### config.mk
export PLATFORM = sky130hd
export DESIGN_NAME = line_interface_control_regs
export DESIGN_NICKNAME = d
export VERILOG_FILES = /design/src/rtl/line_ctrl_pkg.sv /design/src/rtl/line_interface_control_regs.sv
export VERILOG_INCLUDE_DIRS = /design/src /design/src/rtl
export SDC_FILE = /design/constraint.sdc
export NUM_CORES = 1
export LEC_CHECK = 0
export ABC_AREA = 1
export BUFFER_PORTS_ARGS = -buffer_cell sky130_fd_sc_hd__buf_2
export CORE_UTILIZATION = 50
export DETAILED_ROUTE_END_ITERATION = 10
export GPL_TIMING_DRIVEN = 0
export PLACE_DENSITY = 0.81
export REMOVE_ABC_BUFFERS = 1
export SLEW_MARGIN = 25
export SYNTH_ARGS = -nofsm -noshare
export SYNTH_HDL_FRONTEND = slang
export SYNTH_SLANG_ARGS = --single-unit
export TNS_END_PERCENT = 1
### constraint.sdc
create_clock -name i_clk -period 2.7 [get_ports i_clk]
set_clock_uncertainty 0.2 [all_clocks]
set_input_delay 0.405 -clock i_clk [delete_from_list [all_inputs] [get_ports i_clk]]
set_output_delay 0.405 -clock i_clk [all_outputs]
set_load 0.05 [all_outputs]
### src/rtl/line_ctrl_consts.svh
// offsets, field positions and widths of the line-feed supervision register bank
// assumes an 8-bit indirect address and 16-bit register words
`ifndef LINE_CTRL_CONSTS_SVH
`define LINE_CTRL_CONSTS_SVH

// register addresses
`define LC_ADDR_FIRST        8'h1c
`define LC_ADDR_LAST         8'h2b
`define LC_ADDR_LOOP_UPPER   8'h1c
`define LC_ADDR_RING_TRIP    8'h1d
`define LC_ADDR_CM_NEG       8'h1e
`define LC_ADDR_CM_POS       8'h1f
`define LC_ADDR_PWR_A        8'h20
`define LC_ADDR_PWR_B        8'h21
`define LC_ADDR_PWR_C        8'h22
`define LC_ADDR_LOOP_FILT    8'h23
`define LC_ADDR_RING_FILT    8'h24
`define LC_ADDR_THERM_A      8'h25
`define LC_ADDR_THERM_B      8'h26
`define LC_ADDR_THERM_C      8'h27
`define LC_ADDR_CM_BIAS      8'h28
`define LC_ADDR_OVERHEAD     8'h29
`define LC_ADDR_RESERVED     8'h2a
`define LC_ADDR_LOOP_LOWER   8'h2b

// number of words in the bank
`define LC_BANK_WORDS        16

// field positions, all fields sit at bit 0
`define LC_FIELD_LSB         0
`define LC_THRESH6_MSB       5
`define LC_POWER8_MSB        7
`define LC_COEF13_MSB        12
`define LC_CODE4_MSB         3

// word returned for reserved and unmapped addresses
`define LC_READ_ZERO         16'h0000

`endif

### src/rtl/line_ctrl_pkg.sv
// types shared by the line-feed supervision register bank
// assumes the constants header is compiled alongside
package line_ctrl_pkg;

  // measured line quantities, two's complement, same clock as the bank
  typedef struct packed {
    logic signed [15:0] loop_current;
    logic signed [15:0] ring_trip_sense;
    logic signed [15:0] cm_voltage_neg;
    logic signed [15:0] cm_voltage_pos;
    logic signed [15:0] power_est_a;
    logic signed [15:0] power_est_b;
    logic signed [15:0] power_est_c;
  } line_meas_t;

  // decoded configuration fields handed to the datapaths
  typedef struct packed {
    logic [5:0]  loop_close_upper_level;
    logic [5:0]  loop_close_lower_level;
    logic [5:0]  ring_trip_level;
    logic [5:0]  cm_negative_speedup_level;
    logic [5:0]  cm_positive_speedup_level;
    logic [7:0]  power_alarm_level_a;
    logic [7:0]  power_alarm_level_b;
    logic [7:0]  power_alarm_level_c;
    logic [12:0] loop_close_filter_value;
    logic [12:0] ring_trip_filter_value;
    logic [12:0] thermal_pole_a;
    logic [12:0] thermal_pole_b;
    logic [12:0] thermal_pole_c;
    logic [3:0]  ringing_cm_bias;
    logic [3:0]  overhead_voltage_code;
  } line_cfg_t;

  // supervision results
  typedef struct packed {
    logic       loop_closed;
    logic       ring_tripped;
    logic       dc_speedup;
    logic [2:0] power_alarm;
  } line_status_t;

  // whole state of the bank module
  typedef struct packed {
    logic [15:0][15:0] bank;
    logic [15:0]       rdata;
    line_status_t      status;
  } line_state_t;

endpackage

### src/rtl/line_interface_control_regs.sv
// line-feed supervision register bank with its threshold comparators
// assumes software on the same clock; measurements come from logic on i_clk
`timescale 1ns/1ps
`include "line_ctrl_consts.svh"

module line_interface_control_regs #(
  parameter bit HAS_CONVERTER = 1'b1
) (
  // clock and reset
  input  wire logic                      i_clk,
  input  wire logic                      i_reset,
  // register port
  input  wire logic [7:0]                i_addr,
  input  wire logic [15:0]               i_wdata,
  input  wire logic                      i_wr,
  input  wire logic                      i_rd,
  output logic      [15:0]               o_rdata,
  // line state from the analog front end and direct registers
  input  wire line_ctrl_pkg::line_meas_t i_meas,
  input  wire logic                      i_hyst_enable,
  input  wire logic                      i_ringing_active,
  input  wire logic                      i_overhead_range_select,
  // configuration and supervision results
  output line_ctrl_pkg::line_cfg_t       o_cfg,
  output line_ctrl_pkg::line_status_t    o_status
);
  import line_ctrl_pkg::*;

  line_state_t state_r;
  line_state_t state_nxt;
  line_cfg_t   cfg;
  logic        in_bank;
  logic [3:0]  word_idx;
  logic [7:0]  addr_off;
  logic [2:0]  pwr_over;
  logic        upper_hit;
  logic        lower_miss;

  // window decode and word index
  assign addr_off = i_addr - `LC_ADDR_FIRST;
  assign word_idx = addr_off[3:0];
  assign in_bank  = (i_addr >= `LC_ADDR_FIRST) && (i_addr <= `LC_ADDR_LAST);

  // field extraction from the stored words
  always_comb begin
    cfg = '0;
    cfg.loop_close_upper_level    = state_r.bank[4'd0][`LC_THRESH6_MSB:`LC_FIELD_LSB];
    cfg.ring_trip_level           = state_r.bank[4'd1][`LC_THRESH6_MSB:`LC_FIELD_LSB];
    cfg.cm_negative_speedup_level = state_r.bank[4'd2][`LC_THRESH6_MSB:`LC_FIELD_LSB];
    cfg.cm_positive_speedup_level = state_r.bank[4'd3][`LC_THRESH6_MSB:`LC_FIELD_LSB];
    cfg.power_alarm_level_a       = state_r.bank[4'd4][`LC_POWER8_MSB:`LC_FIELD_LSB];
    cfg.power_alarm_level_b       = state_r.bank[4'd5][`LC_POWER8_MSB:`LC_FIELD_LSB];
    cfg.power_alarm_level_c       = state_r.bank[4'd6][`LC_POWER8_MSB:`LC_FIELD_LSB];
    cfg.loop_close_filter_value   = state_r.bank[4'd7][`LC_COEF13_MSB:`LC_FIELD_LSB];
    cfg.ring_trip_filter_value    = state_r.bank[4'd8][`LC_COEF13_MSB:`LC_FIELD_LSB];
    cfg.thermal_pole_a            = state_r.bank[4'd9][`LC_COEF13_MSB:`LC_FIELD_LSB];
    cfg.thermal_pole_b            = state_r.bank[4'd10][`LC_COEF13_MSB:`LC_FIELD_LSB];
    cfg.thermal_pole_c            = state_r.bank[4'd11][`LC_COEF13_MSB:`LC_FIELD_LSB];
    cfg.ringing_cm_bias           = state_r.bank[4'd12][`LC_CODE4_MSB:`LC_FIELD_LSB];
    // converter-less variant has no overhead control
    if (HAS_CONVERTER) begin
      cfg.overhead_voltage_code   = state_r.bank[4'd13][`LC_CODE4_MSB:`LC_FIELD_LSB];
    end
    cfg.loop_close_lower_level    = state_r.bank[4'd15][`LC_THRESH6_MSB:`LC_FIELD_LSB];
  end

  assign o_cfg = cfg;

  // per-pair power alarm compare, thresholds sign-extended
  genvar g;
  generate
    for (g = 0; g < 3; g++) begin : g_pwr
      logic signed [15:0] est;
      logic signed [15:0] lvl;
      assign est = (g == 0) ? i_meas.power_est_a : ((g == 1) ? i_meas.power_est_b : i_meas.power_est_c);
      assign lvl = {{8{state_r.bank[4 + g][7]}}, state_r.bank[4 + g][7:0]};
      assign pwr_over[g] = est > lvl;
    end
  endgenerate

  // loop current against both window edges, codes of 1.27 mA
  assign upper_hit  = i_meas.loop_current >
                      $signed({{10{cfg.loop_close_upper_level[5]}}, cfg.loop_close_upper_level});
  assign lower_miss = i_meas.loop_current <
                      $signed({{10{cfg.loop_close_lower_level[5]}}, cfg.loop_close_lower_level});

  // next state: register writes, read data, supervision flags
  always_comb begin
    state_nxt = state_r;
    // read data stands for one cycle only
    state_nxt.rdata = `LC_READ_ZERO;
    if (i_wr && in_bank && (i_addr != `LC_ADDR_RESERVED)) begin
      state_nxt.bank[word_idx] = i_wdata;
    end
    if (i_rd && in_bank && (i_addr != `LC_ADDR_RESERVED)) begin
      state_nxt.rdata = state_r.bank[word_idx];
    end else if (i_rd) begin
      state_nxt.rdata = `LC_READ_ZERO;
    end
    // loop closure, with hysteresis window when enabled
    if (i_hyst_enable) begin
      if (upper_hit) begin
        state_nxt.status.loop_closed = 1'b1;
      end else if (lower_miss) begin
        state_nxt.status.loop_closed = 1'b0;
      end
    end else begin
      state_nxt.status.loop_closed = upper_hit;
    end
    // ring trip only meaningful while ringing
    state_nxt.status.ring_tripped = i_ringing_active &&
      (i_meas.ring_trip_sense > $signed({{10{cfg.ring_trip_level[5]}}, cfg.ring_trip_level}));
    // wider dc loop bandwidth on either common-mode excursion, 0.375 V codes
    state_nxt.status.dc_speedup =
      (i_meas.cm_voltage_neg > $signed({{10{cfg.cm_negative_speedup_level[5]}},
                                        cfg.cm_negative_speedup_level})) ||
      (i_meas.cm_voltage_pos > $signed({{10{cfg.cm_positive_speedup_level[5]}},
                                        cfg.cm_positive_speedup_level}));
    state_nxt.status.power_alarm = pwr_over;
    // reset clears flags and read data but leaves the bank as it was
    if (i_reset) begin
      state_nxt.rdata  = `LC_READ_ZERO;
      state_nxt.status = '0;
    end
  end

  // single state register
  always_ff @(posedge i_clk) begin
    state_r <= state_nxt;
  end

  assign o_rdata  = state_r.rdata;
  assign o_status = state_r.status;

endmodule // line_interface_control_regs

==> results.py <==
metrics = {
    "yosys": {
        "synth_edf_count": 256,
        "ys_types": 38,
        "synth_ff_type": "edfxtp_1",
        "ys_ff_latch": 278,
        "seq_area_frac_synth_pct": 55.5,
        "syn_area_per_cell_sq_um": 10.7,
        "ys_warn_count": 0,
        "netlist_top_cells_area": "edfxtp_1 52%, ha_1 11%, nand2_1 8.3%",
        "yosys.area.top_type": "edfxtp_1",
        "netlist_instances": 1366,
        "syn_area_sq_mm": 0.0147,
        "synth_top_area_share_pct": 52.5,
        "synthArstFlopShare_pct": 0,
    },
    "floorplan": {
        "fp.dieW_um": 173,
        "ios": 292,
        "core_sq_mm": 0.0288,
        "die-area_sq_mm": 0.0300,
        "die_y_um": 173,
        "initial_core_util_pct": 50.9,
        "rows": 62,
    },
    "worst_setup_path": {
        "worst-path-max-fanout": 27,
        "max_stage_delay_ns": 0.30,
        "arrival_ns": 2.69,
        "r2r_start": "o_cfg[102]",
        "cp_common_cell": "nand2_1",
        "cp_cell_sequence": "buf_6 > buf_16 > clkinvlp_4 > ha_1 > nand2_1 > nor2_1 > inv_1 > nand2_1 > nor2_2 > nand2_2 > nor2_4 > buf_12",
        "r2r_slack_ns": 0.39,
        "startpoint_type": "input pin",
        "rr_worst_depth": 12,
        "crit_family": "buffers and inverters",
        "critPathKind": "input pin to flop",
        "crit_required_ns": 2.73,
        "crit_slowest_cell": "ha_1",
        "r2r_end": "o_status[3]",
        "crit_buf_inv": 5,
        "worstSetupEndpointType": "flop",
    },
    "power_and_ir_drop": {
        "fin_total_pwr_mw": 9.47,
        "power_density_mw_per_mm2": 556,
        "irDropWorstVdd_v": 0.000495,
        "leakagePower_nw": 7.15,
    },
    "placed_design": {
        "dpl-instance-area_sq_mm": 0.0155,
        "io_buffer_count": 290,
        "dp_cells": 1860,
        "hpwl_um": 27200,
        "gp_congestion": 0.913,
    },
    "detailed_routing": {
        "via_per_inst": 5.58,
        "wl_per_cell_um": 21.3,
        "drc": 0,
        "totalWireLength_um": 41300,
        "drtIter0Drc": 932,
        "ant_nets": 0,
        "vias": 10800,
        "firstDrtPassIters": 5,
    },
    "global_routing": {
        "grt_first_pass_wirelength_um": 62000,
        "grt_pass1_vias": 10900,
        "antenna_found_initial": 0,
        "grt_overflow": 0,
        "grt_max_degree": 60,
        "grt_usage_pct": 27.4,
    },
    "cells_and_area": {
        "final-instance-count-excl-fill": 1944,
        "mostFrequentLayoutCell": "nand2_1",
        "drive_above_1_share_pct": 26.5,
        "area_growth_pct": 16.1,
        "design_area_sq_mm": 0.0170,
        "multi_input_area_sq_mm": 0.00498,
        "n_antenna_cell": 0,
        "final_cell_mix": "322 x nand2_1, 289 x buf_2, 256 x edfxtp_1, 131 x ha_1, 99 x inv_1",
        "seq_area_sq_mm": 0.00813,
        "nets": 1815,
        "nFillCells": 2280,
    },
    "cts": {
        "clock-root-buffer": "clkbuf_16",
        "clk_pin_slew_ns": 0.07,
        "cts_tree": "built",
        "cts_buffers": 28,
        "cts_sinks": 278,
        "worst_skew_pair.late_latency_ns": 0.54,
        "htreeDepth": 1,
        "clockBufferDepth": 3,
    },
    "sta": {
        "min_period_over_period_pct": 98.6,
        "fmax_mhz": 376,
        "setup_violations": 0,
        "max_slew_margin_pct": 48.4,
        "whs_ns": 0.0131,
        "rsz0062_at_grt": "true",
        "maxSlewViolCount": 0,
        "setup_tns_ns": 0,
        "final_hold_viol_count": 0,
        "fin_crit_ns": 2.66,
        "worst_pin_slew_ns": 0.774,
    },
    "min_path": {
        "min_to": "o_status[5]",
        "hold_path_depth": 5,
        "hp-class": "input pin to flop",
        "hp-start": "i_hyst_enable",
    },
    "run_status": {
        "status": "finished clean",
    },
    "job": {
        "drv_cap": 0,
    },
}
-- how the worst max path moves through the flow --
stage,endpoint,slack [ns],cells after the start,startpoint
global placement,o_cfg[56],-3.16,4,i_addr[1]
finish,state_r[271],0.04,12,i_addr[2]
global route,state_r[271],-0.08,12,i_addr[2]
detailed placement,o_rdata[5],-1.97,8,i_addr[2]
CTS,state_r[129],-0.06,12,i_addr[2]
floorplan,o_cfg[121],-0.57,3,i_addr[1]
-- worst register-to-register path, delay by kind of cell (launching register included) --
| family | cells | cell delay (ns) |
|---|---|---|
| AO/OA/AOI/OAI | 3 | 0.31 |
| adder cells (fa/ha/maj) | 1 | 0.34 |
| buffers and inverters | 2 | 0.39 |
| flip-flops | 1 | 0.41 |
| AND/OR/NAND/NOR | 6 | 0.55 |
-- through the flow --
step	setup WS, ns	utilization (%)
detailed placement	-1.97	53.8
CTS	-0.0620	59.1
finish	0.0383	59.1
floorplan	-0.569	-
global route	-0.0843	59.1
global placement	-3.16	53.1
-- cell type report --
| cell class | instances | share of cell area (%) |
|---|---|---|
| inverters | 104 | 2.40 |
| flip-flops and latches | 278 | 47.8 |
| clock inverters | 12 | 0.845 |
| repair buffers | 328 | 12.3 |
| multi-input cells | 800 | 29.2 |
| well taps | 384 | 2.82 |
| clock buffers | 38 | 4.64 |
-- routing by layer --
metal / up-vias / global-route usage [%] / part of all wire [%]
li1: 5001 / - / -
met1: 5185 / 32.5 / 38
met2: 561 / 49.6 / 51
met3: 93 / 4.93 / 8.5
met4: 0 / 9.40 / 3.2
met5: - / 0 / 0
-- registers in the layout, indices dropped and copies added (netlist names) --
name,cells
state_r,129
o_status,6
o_rdata,16
o_cfg,127
-- cell usage after synthesis, types with 3 or more instances --
| cell | n |
|---|---|
| inv_2 | 3 |
| dfxtp_1 | 22 |
| inv_1 | 101 |
| nand2_1 | 326 |
| o221ai_1 | 13 |
| o21a_1 | 5 |
| o21bai_1 | 4 |
| a31oi_1 | 7 |
| nand3_1 | 38 |
| buf_2 | 13 |
| clkbuf_1 | 14 |
| a21oi_1 | 58 |
| nor2_1 | 73 |
| o211ai_1 | 3 |
| edfxtp_1 | 256 |
| buf_4 | 151 |
| o2111ai_1 | 10 |
| a22oi_1 | 16 |
| a21oi_2 | 9 |
| o21ai_0 | 32 |
| a41oi_1 | 13 |
| nand4_1 | 28 |
| a211oi_1 | 4 |
| nor2_2 | 3 |
| nor3_1 | 10 |
| ha_1 | 132 |
| buf_6 | 5 |
| nor4_1 | 3 |
-- report_power, final --
group	internal (mW)	leakage [nW]	switching, mW
clock network	2.33	0.457	1.57
registers	4.72	2.48	0.00867
logic	0.290	4.21	0.552
total	7.34	7.15	2.13
-- repair_timing --
item | in CTS | in global routing
endpoints found under the setup margin | 272 | 269
hold buffers | 2 | 0
setup buffers | 32 | 0
hold endpoints to repair | 3 | 0
gates cloned | 0 | 0
pin swaps | 16 | 0
resized for setup | 6 | 7
-- cells by family after synthesis --
group	share of synthesized area, %
AOI/OAI and AO/OA	7.97
adders and majority gates	11.3
buffers and inverters	11.6
DFF	55.5
and+or+nand+nor	13.7
Power figures use the tool's default switching activity.
